File: src/asrpc_regs.vh
`ifndef ASRPC_REGS_VH
`define ASRPC_REGS_VH

// register byte addresses on the apb port
`define ASRPC_ADDR_W 12
`define ASRPC_OFS_CHAN 12'h000
`define ASRPC_OFS_PERIOD 12'h004
`define ASRPC_OFS_STATUS 12'h008

// channel pairing codes held in the channel register
`define ASRPC_CHAN_W 3
`define ASRPC_CHAN_D12 3'h0
`define ASRPC_CHAN_D34 3'h1
`define ASRPC_CHAN_P1 3'h2
`define ASRPC_CHAN_P2 3'h3
`define ASRPC_CHAN_P3 3'h4
`define ASRPC_CHAN_P4 3'h5
`define ASRPC_CHAN_RST 3'h0

// analog input numbers driven on the mux outputs
`define ASRPC_AIN_1 3'h1
`define ASRPC_AIN_2 3'h2
`define ASRPC_AIN_3 3'h3
`define ASRPC_AIN_4 3'h4
`define ASRPC_AIN_COMMON 3'h6
`define ASRPC_AIN_NONE 3'h0

// output update period in master clock periods
`define ASRPC_PERIOD_W 16
`define ASRPC_PERIOD_RST 16'h1000
`define ASRPC_PERIOD_ONE 16'h0001

// data-ready high window before an update, in master clock periods
`define ASRPC_DATA_READY_N_HIGH_MCLK 16'h01f4

// bits in one output word
`define ASRPC_BITCNT_W 5
`define ASRPC_WORD_LAST 5'h17
`define ASRPC_BITCNT_ONE 5'h01

// status register field positions
`define ASRPC_ST_DATA_READY_N 0
`define ASRPC_ST_SYNC 1
`define ASRPC_ST_RESET 2
`define ASRPC_ST_PARK 3
`define ASRPC_ST_POL 4
`define ASRPC_ST_BITS_LO 8
`define ASRPC_ST_BITS_HI 12

`endif

File: src/asrpc_sync2.v
`timescale 1ns/1ps
// two-flop synchroniser for a pin level
module asrpc_sync2 #(
    parameter RST_VAL = 1'b0
) (
    input wire i_clk,
    input wire i_rst,
    input wire i_d,
    output wire o_q
);
    reg meta_r;
    reg q_r;

    // first flop is read only by the second one
    always @(posedge i_clk or posedge i_rst) begin
        if (i_rst) begin
            meta_r <= RST_VAL;
            q_r <= RST_VAL;
        end else begin
            meta_r <= i_d;
            q_r <= meta_r;
        end
    end

    assign o_q = q_r;
endmodule

File: src/asrpc_edge.v
`timescale 1ns/1ps
// rising and falling edge pulses of a synchronised level
module asrpc_edge #(
    parameter RST_VAL = 1'b0
) (
    input wire i_clk,
    input wire i_rst,
    input wire i_lvl,
    output wire o_rise,
    output wire o_fall
);
    reg prev_r;

    always @(posedge i_clk or posedge i_rst) begin
        if (i_rst) begin
            prev_r <= RST_VAL;
        end else begin
            prev_r <= i_lvl;
        end
    end

    assign o_rise = i_lvl & ~prev_r;
    assign o_fall = ~i_lvl & prev_r;
endmodule

File: src/asrpc_top.v
// Function
// - polarity low: first serial clock edge rises, clock parks low.
// - polarity high: first serial clock edge falls, clock parks high.
// - serial clock may be continuous or bursty; bit state survives gaps.
// - sync low holds filter, filter and calibration sequencing in reset.
// - sync low also holds modulator in reset, released with the filter.
// - sync leaves serial interface alone, never forces data-ready high.
// - reset low: control, interface, filter, modulator back to power-on.
// - master clock output is the inverse of the master clock input.
// - channels pair input 1 against 2, or inputs 1-4 against common.
// - channels also pair input 3 positive against input 4 negative.
// - data-ready falls on a new word, rises after a full word read.
// - unread word: data-ready high 500 master clocks before next update.
//
// The placing of the registers and the APB slave port were left to the implementer.
`timescale 1ns/1ps
`include "asrpc_regs.vh"

module asrpc_top (
    input wire I_CLK_SYS,
    input wire I_RST,
    input wire I_PSEL,
    input wire I_PENABLE,
    input wire I_PWRITE,
    input wire [11:0] I_PADDR,
    input wire [31:0] I_PWDATA,
    output reg [31:0] O_PRDATA,
    output reg O_PREADY,
    output reg O_PSLVERR,
    input wire I_SCLK,
    input wire I_CLOCK_POLARITY_SELECT,
    input wire I_SYNC_N,
    input wire I_RESET_N,
    input wire I_MCLK_IN,
    output reg O_MCLK_OUT,
    output reg O_DATA_READY_N,
    output reg O_FILTER_RST,
    output reg O_MODULATOR_RST,
    output reg O_CAL_RST,
    output reg O_IF_RST,
    output reg O_SCLK_ACTIVE,
    output reg [2:0] O_MUX_POS,
    output reg [2:0] O_MUX_NEG
);
    wire sclk_s;
    wire pol_s;
    wire sync_n_s;
    wire reset_n_s;
    wire mclk_s;
    wire sclk_rise;
    wire sclk_fall;
    wire mclk_tick;
    wire sclk_act;
    wire sclk_parked;
    wire setup_ph;
    wire access_wr;
    wire [`ASRPC_PERIOD_W-1:0] last_cnt;
    wire [`ASRPC_PERIOD_W-1:0] window_cnt;

    reg rst_hold_r;
    reg sync_hold_r;
    reg [`ASRPC_CHAN_W-1:0] chan_r;
    reg [`ASRPC_PERIOD_W-1:0] period_r;
    reg [`ASRPC_PERIOD_W-1:0] upd_cnt_r;
    reg [`ASRPC_BITCNT_W-1:0] bit_cnt_r;
    reg data_ready_n_n_r;
    reg [31:0] rdata_nxt;
    reg rd_err_nxt;
    reg [2:0] pos_nxt;
    reg [2:0] neg_nxt;

    // every pin from outside the system clock passes two flops
    asrpc_sync2 #(.RST_VAL(1'b0)) u_sync_sclk (
        .i_clk(I_CLK_SYS),
        .i_rst(I_RST),
        .i_d(I_SCLK),
        .o_q(sclk_s)
    );
    asrpc_sync2 #(.RST_VAL(1'b0)) u_sync_pol (
        .i_clk(I_CLK_SYS),
        .i_rst(I_RST),
        .i_d(I_CLOCK_POLARITY_SELECT),
        .o_q(pol_s)
    );
    asrpc_sync2 #(.RST_VAL(1'b0)) u_sync_syncn (
        .i_clk(I_CLK_SYS),
        .i_rst(I_RST),
        .i_d(I_SYNC_N),
        .o_q(sync_n_s)
    );
    asrpc_sync2 #(.RST_VAL(1'b0)) u_sync_rstn (
        .i_clk(I_CLK_SYS),
        .i_rst(I_RST),
        .i_d(I_RESET_N),
        .o_q(reset_n_s)
    );
    asrpc_sync2 #(.RST_VAL(1'b0)) u_sync_mclk (
        .i_clk(I_CLK_SYS),
        .i_rst(I_RST),
        .i_d(I_MCLK_IN),
        .o_q(mclk_s)
    );

    // edges of the sampled serial and master clocks
    asrpc_edge #(.RST_VAL(1'b0)) u_edge_sclk (
        .i_clk(I_CLK_SYS),
        .i_rst(I_RST),
        .i_lvl(sclk_s),
        .o_rise(sclk_rise),
        .o_fall(sclk_fall)
    );
    asrpc_edge #(.RST_VAL(1'b0)) u_edge_mclk (
        .i_clk(I_CLK_SYS),
        .i_rst(I_RST),
        .i_lvl(mclk_s),
        .o_rise(mclk_tick),
        .o_fall()
    );

    // active edge is the first edge out of the park level
    assign sclk_act = pol_s ? sclk_fall : sclk_rise;
    assign sclk_parked = (sclk_s == pol_s);

    // update counter targets: last count and start of the high window
    assign last_cnt = period_r - `ASRPC_PERIOD_ONE;
    assign window_cnt = last_cnt - `ASRPC_DATA_READY_N_HIGH_MCLK;

    // hold flags set at once, but release only on a master clock edge
    // so dependent logic restarts aligned to the converter clock
    always @(posedge I_CLK_SYS or posedge I_RST) begin
        if (I_RST) begin
            rst_hold_r <= 1'b1;
            sync_hold_r <= 1'b1;
        end else begin
            if (!reset_n_s) begin
                rst_hold_r <= 1'b1;
            end else if (mclk_tick) begin
                rst_hold_r <= 1'b0;
            end
            if (!sync_n_s) begin
                sync_hold_r <= 1'b1;
            end else if (mclk_tick) begin
                sync_hold_r <= 1'b0;
            end
        end
    end

    // reset outputs toward filter, modulator, calibration and interface
    always @(posedge I_CLK_SYS or posedge I_RST) begin
        if (I_RST) begin
            O_FILTER_RST <= 1'b1;
            O_MODULATOR_RST <= 1'b1;
            O_CAL_RST <= 1'b1;
            O_IF_RST <= 1'b1;
        end else begin
            O_FILTER_RST <= rst_hold_r | sync_hold_r;
            // modulator shares the filter's release edge
            O_MODULATOR_RST <= rst_hold_r | sync_hold_r;
            O_CAL_RST <= rst_hold_r | sync_hold_r;
            // sync never touches the serial interface
            O_IF_RST <= rst_hold_r;
        end
    end

    // inverted master clock out; lags the pin by the sampling delay
    always @(posedge I_CLK_SYS or posedge I_RST) begin
        if (I_RST) begin
            O_MCLK_OUT <= 1'b1;
        end else begin
            O_MCLK_OUT <= ~mclk_s;
        end
    end

    // filter sequencing: output update counter in master clock periods
    always @(posedge I_CLK_SYS or posedge I_RST) begin
        if (I_RST) begin
            upd_cnt_r <= {`ASRPC_PERIOD_W{1'b0}};
        end else if (rst_hold_r || sync_hold_r) begin
            upd_cnt_r <= {`ASRPC_PERIOD_W{1'b0}};
        end else if (mclk_tick) begin
            if (upd_cnt_r >= last_cnt) begin
                upd_cnt_r <= {`ASRPC_PERIOD_W{1'b0}};
            end else begin
                upd_cnt_r <= upd_cnt_r + `ASRPC_PERIOD_ONE;
            end
        end
    end

    // data-ready and bit count; bit count advances only on active edges,
    // so pauses in the serial clock never lose position
    always @(posedge I_CLK_SYS or posedge I_RST) begin
        if (I_RST) begin
            data_ready_n_n_r <= 1'b1;
            bit_cnt_r <= {`ASRPC_BITCNT_W{1'b0}};
        end else if (rst_hold_r) begin
            data_ready_n_n_r <= 1'b1;
            bit_cnt_r <= {`ASRPC_BITCNT_W{1'b0}};
        end else if (!sync_hold_r && mclk_tick &&
                     upd_cnt_r >= last_cnt) begin
            // update wins over a read edge in the same cycle
            data_ready_n_n_r <= 1'b0;
            bit_cnt_r <= {`ASRPC_BITCNT_W{1'b0}};
        end else begin
            // sync holding leaves data-ready as it is
            if (!sync_hold_r && mclk_tick && !data_ready_n_n_r &&
                upd_cnt_r == window_cnt) begin
                data_ready_n_n_r <= 1'b1;
            end
            if (sclk_act && !data_ready_n_n_r) begin
                if (bit_cnt_r == `ASRPC_WORD_LAST) begin
                    data_ready_n_n_r <= 1'b1;
                    bit_cnt_r <= {`ASRPC_BITCNT_W{1'b0}};
                end else begin
                    bit_cnt_r <= bit_cnt_r + `ASRPC_BITCNT_ONE;
                end
            end
        end
    end

    // registered pin copies of data-ready and the active edge
    always @(posedge I_CLK_SYS or posedge I_RST) begin
        if (I_RST) begin
            O_DATA_READY_N <= 1'b1;
            O_SCLK_ACTIVE <= 1'b0;
        end else begin
            O_DATA_READY_N <= data_ready_n_n_r;
            O_SCLK_ACTIVE <= sclk_act & ~rst_hold_r;
        end
    end

    // input pairing decode; unused codes select nothing
    always @* begin
        pos_nxt = `ASRPC_AIN_NONE;
        neg_nxt = `ASRPC_AIN_NONE;
        case (chan_r)
            `ASRPC_CHAN_D12: begin
                pos_nxt = `ASRPC_AIN_1;
                neg_nxt = `ASRPC_AIN_2;
            end
            `ASRPC_CHAN_D34: begin
                pos_nxt = `ASRPC_AIN_3;
                neg_nxt = `ASRPC_AIN_4;
            end
            `ASRPC_CHAN_P1: begin
                pos_nxt = `ASRPC_AIN_1;
                neg_nxt = `ASRPC_AIN_COMMON;
            end
            `ASRPC_CHAN_P2: begin
                pos_nxt = `ASRPC_AIN_2;
                neg_nxt = `ASRPC_AIN_COMMON;
            end
            `ASRPC_CHAN_P3: begin
                pos_nxt = `ASRPC_AIN_3;
                neg_nxt = `ASRPC_AIN_COMMON;
            end
            `ASRPC_CHAN_P4: begin
                pos_nxt = `ASRPC_AIN_4;
                neg_nxt = `ASRPC_AIN_COMMON;
            end
            default: begin
                pos_nxt = `ASRPC_AIN_NONE;
                neg_nxt = `ASRPC_AIN_NONE;
            end
        endcase
    end

    always @(posedge I_CLK_SYS or posedge I_RST) begin
        if (I_RST) begin
            O_MUX_POS <= `ASRPC_AIN_NONE;
            O_MUX_NEG <= `ASRPC_AIN_NONE;
        end else begin
            O_MUX_POS <= pos_nxt;
            O_MUX_NEG <= neg_nxt;
        end
    end

    // apb: answer prepared in setup, pready high in the first access cycle
    assign setup_ph = I_PSEL & ~I_PENABLE;
    assign access_wr = I_PSEL & I_PENABLE & O_PREADY & I_PWRITE;

    always @* begin
        rdata_nxt = 32'h0000_0000;
        rd_err_nxt = 1'b0;
        case (I_PADDR)
            `ASRPC_OFS_CHAN: rdata_nxt[`ASRPC_CHAN_W-1:0] = chan_r;
            `ASRPC_OFS_PERIOD: rdata_nxt[`ASRPC_PERIOD_W-1:0] = period_r;
            `ASRPC_OFS_STATUS: begin
                rdata_nxt[`ASRPC_ST_DATA_READY_N] = data_ready_n_n_r;
                rdata_nxt[`ASRPC_ST_SYNC] = sync_hold_r;
                rdata_nxt[`ASRPC_ST_RESET] = rst_hold_r;
                rdata_nxt[`ASRPC_ST_PARK] = sclk_parked;
                rdata_nxt[`ASRPC_ST_POL] = pol_s;
                rdata_nxt[`ASRPC_ST_BITS_HI:`ASRPC_ST_BITS_LO] = bit_cnt_r;
            end
            default: rd_err_nxt = 1'b1;
        endcase
    end

    always @(posedge I_CLK_SYS or posedge I_RST) begin
        if (I_RST) begin
            O_PREADY <= 1'b0;
            O_PRDATA <= 32'h0000_0000;
            O_PSLVERR <= 1'b0;
        end else begin
            O_PREADY <= setup_ph;
            if (setup_ph) begin
                O_PRDATA <= I_PWRITE ? 32'h0000_0000 : rdata_nxt;
                O_PSLVERR <= rd_err_nxt;
            end else if (!I_PSEL) begin
                O_PSLVERR <= 1'b0;
            end
        end
    end

    // writable control registers; pin reset returns them to power-on
    always @(posedge I_CLK_SYS or posedge I_RST) begin
        if (I_RST) begin
            chan_r <= `ASRPC_CHAN_RST;
            period_r <= `ASRPC_PERIOD_RST;
        end else if (rst_hold_r) begin
            chan_r <= `ASRPC_CHAN_RST;
            period_r <= `ASRPC_PERIOD_RST;
        end else if (access_wr) begin
            if (I_PADDR == `ASRPC_OFS_CHAN) begin
                chan_r <= I_PWDATA[`ASRPC_CHAN_W-1:0];
            end
            if (I_PADDR == `ASRPC_OFS_PERIOD) begin
                period_r <= I_PWDATA[`ASRPC_PERIOD_W-1:0];
            end
        end
    end
endmodule

File: config.mk
export PLATFORM = sky130hd
export DESIGN_NAME = asrpc_top
export DESIGN_NICKNAME = d
export VERILOG_FILES = /design/src/asrpc_sync2.v /design/src/asrpc_edge.v /design/src/asrpc_top.v
export VERILOG_INCLUDE_DIRS = /design/src
export SDC_FILE = /design/constraint.sdc
export NUM_CORES = 1
export LEC_CHECK = 0
export BUFFER_PORTS_ARGS = -buffer_cell sky130_fd_sc_hd__buf_4
export CORE_MARGIN = 2
export CORE_UTILIZATION = 56
export DETAILED_ROUTE_END_ITERATION = 10
export GPL_TIMING_DRIVEN = 0
export PLACE_DENSITY = 0.78
export SLEW_MARGIN = 10
export SYNTH_ARGS = -nofsm -noshare
export SYNTH_HDL_FRONTEND = slang
export SYNTH_SLANG_ARGS = --single-unit
File: constraint.sdc
create_clock -name I_CLK_SYS -period 5.4 [get_ports I_CLK_SYS]
set_input_delay 0.27 -clock I_CLK_SYS [delete_from_list [all_inputs] [get_ports I_CLK_SYS]]
set_output_delay 0.27 -clock I_CLK_SYS [all_outputs]
set_load 0.02 [all_outputs]
==> run summary <==
The run finished with clean final reports. The post-place instance area was 5730 um^2; the number of register bits inferred by synthesis was 83. Worst slack after detailed placement: 1.03 ns.

The tools report the sequential element share of the synthesized area as 0.416. For this block, the routed nets add up to 11700 um of wire. The die outline width was 98.6 um; the maximum level of the CTS H-tree was 3. Once detailed placement completed, the half-perimeter wirelength came to 8800 um. For the number of max-slew violations in the final report, the log shows 0. In this run, CTS created clock tree buffers numbering 9. Critical-path maximum fanout: 10. The register-to-register setup slack was 0.99 ns. In the synthesized netlist the dominant register cell turns out to be sky130_fd_sc_hd__dfrtp_1. The logs give 719 for the final net count and 0 for the number of failing setup endpoints in the final timing report. Relative to the synthesized area, the layout overhead comes to 20.3%. Routability-driven placement finished with a final weighted congestion of 0.892. The worst-case headroom to the max-slew limit came out at 0.463.

The leakage power summed over all cells is 2.81 nW, and the post-CTS clock slew at the launch and capture registers of the worst setup and hold paths is 0.08 ns. Startpoint of the lowest-slack register-to-register path: period_r[0]. The actual slew at the worst max-slew pin was 0.798 ns; the global route total overflow was 0. TritonCTS built the clock tree. The part of the cycle the worst path needs works out to 0.816. The number of unique standard cell types used by synthesis was 68.

The logs give 6030 um^2 for the final non-filler cell area and 0 for the initial antenna violation count. Setup repair after global routing left no endpoint under its margin. Fill cells in the final layout number 692.

The die covers 9720 um^2. The tree is rooted in a sky130_fd_sc_hd__clkbuf_8. Counting along the longest clock path gives a buffer depth of 2.

The worst path meets setup with 0.994 ns of slack. Pin placement for this block handled 101 I/O pins. The worst path needs 4.41 ns of the cycle, external delays included. Buffers placed on the I/O ports in this run total 66.

The worst register-to-register path ends at bit_cnt_r[0]. Max-cap violations in this run came to 0. The run gives 334 as the DRC marker count from the first detailed-route iteration.

The setup skew after layout is 0.0136 ns. The tightest min-delay check is of the primary input to register type. Clock latency on the worst-skew pair, taken at its later pin, is 0.36 ns. Starting density of the core: 0.575.

By startpoint and endpoint, the worst setup path is classified as register to register. In this run, synthesis inferred 0 flip-flops with an integrated enable. The tree built by TritonCTS fans out to 83 sinks. Following the worst setup path forward leads to its endpoint at bit_cnt_r[0].

The number of remaining DRC errors is 0, and the number of warnings reported in the yosys synthesis log is 0. Setup total negative slack on the finished layout was measured at 0 ns. The tools report the number of optimization iterations in the first detailed-route pass as 5. The height of the die was 98.6 um; the post-detailed-route count of antenna-violating nets was 0.

The critical path starts at period_r[0]. At the worst endpoint, the arrival time is 4.62 ns. STA classifies the critical path endpoint as a register. The total power per unit cell area came out at 209 nW/um^2. The synthesized cell area is 5010 um^2.

STA puts the critical path data required time at 5.62 ns. The element type at the critical path start is a register. The portion of synthesized cell area occupied by the leading cell type works out to 0.374. The logs give 0.227 GHz for the achievable clock frequency and 67 for the maximum number of pins on one net before global-route repair. In the post-synthesis netlist, the biggest area contributors are sky130_fd_sc_hd__dfrtp_1 (37%), sky130_fd_sc_hd__nand2_1 (5.4%), sky130_fd_sc_hd__ha_1 (4.5%). In this run the mean area of a mapped cell was 9.16 um^2.

Routed length per placed instance: 15.4 um. The peak supply drop is 0.146 mV. The share of flip-flops with an asynchronous set or reset works out to 1.00. The count of inserted antenna diode cells was 0; the depth of the worst register-to-register path was 16.

The wire length of the first global-routing pass came out at 19900 um. Number of global-route vias before repair: 4143. The number of vias per cell after detailed routing came out at 5.68. The number of hold violations in the final report is 0, and the synthesized instance count is 547. Detailed routing inserted a total of 4315 vias. For the total global routing track utilization, the log shows 0.253.

The placeable core region is 8720 um^2, and the share of cells above drive strength 1 is 0.199. The number of placement rows is 34. The synthesized design spends more area on one cell type than any other, namely sky130_fd_sc_hd__dfrtp_1.
[critical path, stage by stage (launching register included)]
cell                       delay (ns)
sky130_fd_sc_hd__dfrtp_1         0.42
sky130_fd_sc_hd__clkbuf_1        0.24
sky130_fd_sc_hd__inv_1           0.15
sky130_fd_sc_hd__ha_1            0.16
sky130_fd_sc_hd__buf_4           0.16
sky130_fd_sc_hd__or4b_4          0.47
sky130_fd_sc_hd__buf_6           0.17
sky130_fd_sc_hd__nor4_1          0.24
sky130_fd_sc_hd__xnor2_1         0.17
sky130_fd_sc_hd__ha_1            0.33
sky130_fd_sc_hd__nand4_1         0.09
sky130_fd_sc_hd__or3_1           0.37
sky130_fd_sc_hd__o22ai_1         0.17
sky130_fd_sc_hd__nand3_1         0.13
sky130_fd_sc_hd__nor2b_1         0.22
sky130_fd_sc_hd__o31ai_1         0.67
sky130_fd_sc_hd__nor2_1          0.10
[worst min path at each step]
stage / startpoint / end / slack (ns) / cells after the start
after detailed placement: I_RST / upd_cnt_r[2] / 0.24 / 2
after global placement: u_sync_rstn.meta_r / u_sync_rstn.o_q / 0.33 / 0
after global routing: I_PWDATA[8] / period_r[8] / 0.13 / 3
final: I_PWDATA[12] / period_r[12] / 0.14 / 3
after floorplan: I_MCLK_IN / u_sync_mclk.meta_r / 0.30 / 0
after CTS: I_MCLK_IN / u_sync_mclk.meta_r / 0.003 / 1
[stage by stage]
stage,std cells,utilization,power [mW],hold WS [ns]
2_1_floorplan,563,-,0.695,0.301
4_1_cts,757,0.688,1.27,0.00290
5_1_grt,760,0.691,1.31,0.131
6_report,760,0.691,1.26,0.137
3_3_place_gp,737,0.654,0.730,0.334
3_5_place_dp,738,0.657,0.735,0.236
[where the power goes]
group | internal, mW | switching, mW | leakage (nW) | total [mW]
logic | 0.0400 | 0.0510 | 1.60 | 0.0909
clock network | 0.308 | 0.226 | 0.118 | 0.533
registers | 0.630 | 0.00481 | 1.09 | 0.635
total | 0.978 | 0.281 | 2.81 | 1.26
[cells by family after synthesis]
kind of cell | share of synthesized area
and+or+nand+nor | 0.218
muxes | 0.0185
AOI/OAI and AO/OA | 0.171
adders and majority gates | 0.0449
other | 0.000748
buffers and inverters | 0.0661
xor gates and xnor gates | 0.0639
DFF | 0.416
[layer usage]
metal / part of all wire / GRT usage / up-vias
li1: - / - / 2106
met1: 0.44 / 0.348 / 2072
met2: 0.49 / 0.416 / 120
met3: 0.054 / 0.0489 / 17
met4: 0.013 / 0.0664 / 0
met5: 0 / 0 / -
[Yosys cell counts (all sizes together) (2+ instances only)]
cell type,number
nor4,11
a21oi,31
a2111oi,2
o211a,2
o221ai,2
o31ai,2
or3,9
a22o,3
a31o,2
nor3,18
mux2,2
o211ai,5
and3,9
buf,28
clkbuf,24
nand2,72
o22ai,3
nor2b,7
a22oi,10
or4,3
nand4,6
dfstp,8
o21ai,36
nor3b,13
ha,18
a32o,2
a31oi,3
nand3,14
xor2,9
dfrtp,75
xnor2,25
or3b,2
mux2i,7
a21o,13
inv,11
o21bai,2
nor2,32
nand2b,6
or2,4
[final cells by class]
type,instances,area (um^2),area share
clock inverters,5,104,0.0172
flip-flops and latches,83,2090,0.346
inverters,11,43.8,0.00726
plain buffers,52,290,0.0482
clock buffers,11,131,0.0218
multi-input cells,417,2650,0.440
well taps,108,135,0.0224
repair buffers,73,583,0.0967
[sequential cells by signal, summed over array words and instances (netlist names), 2 cells and up]
name and cells:
O_PRDATA 16, O_MUX_POS 3, chan_r 3, O_MUX_NEG 2, upd_cnt_r 16, bit_cnt_r 5
period_r 16
[cell usage in the layout (no fill, tap or decap), drive strengths merged, types with 11 or more instances in the layout]
cell type  instances
o21ai             36
buf               95
a21oi             31
nor2              32
clkbuf            35
inv               11
nor3              18
nand3             14
nand2             72
xnor2             25
nor3b             13
conb              17
ha                18
a21o              13
nor4              11
dfrtp             75
[timing repair]
action | 4_1_cts | 5_1_grt
gates resized for setup | 0 | 0
setup buffers | 0 | 0
endpoints found under the setup margin | 0 | 0
endpoints found under the hold margin | 16 | 3
hold buffers | 3 | 3
Note: power is estimated with default switching activity, not from simulation.
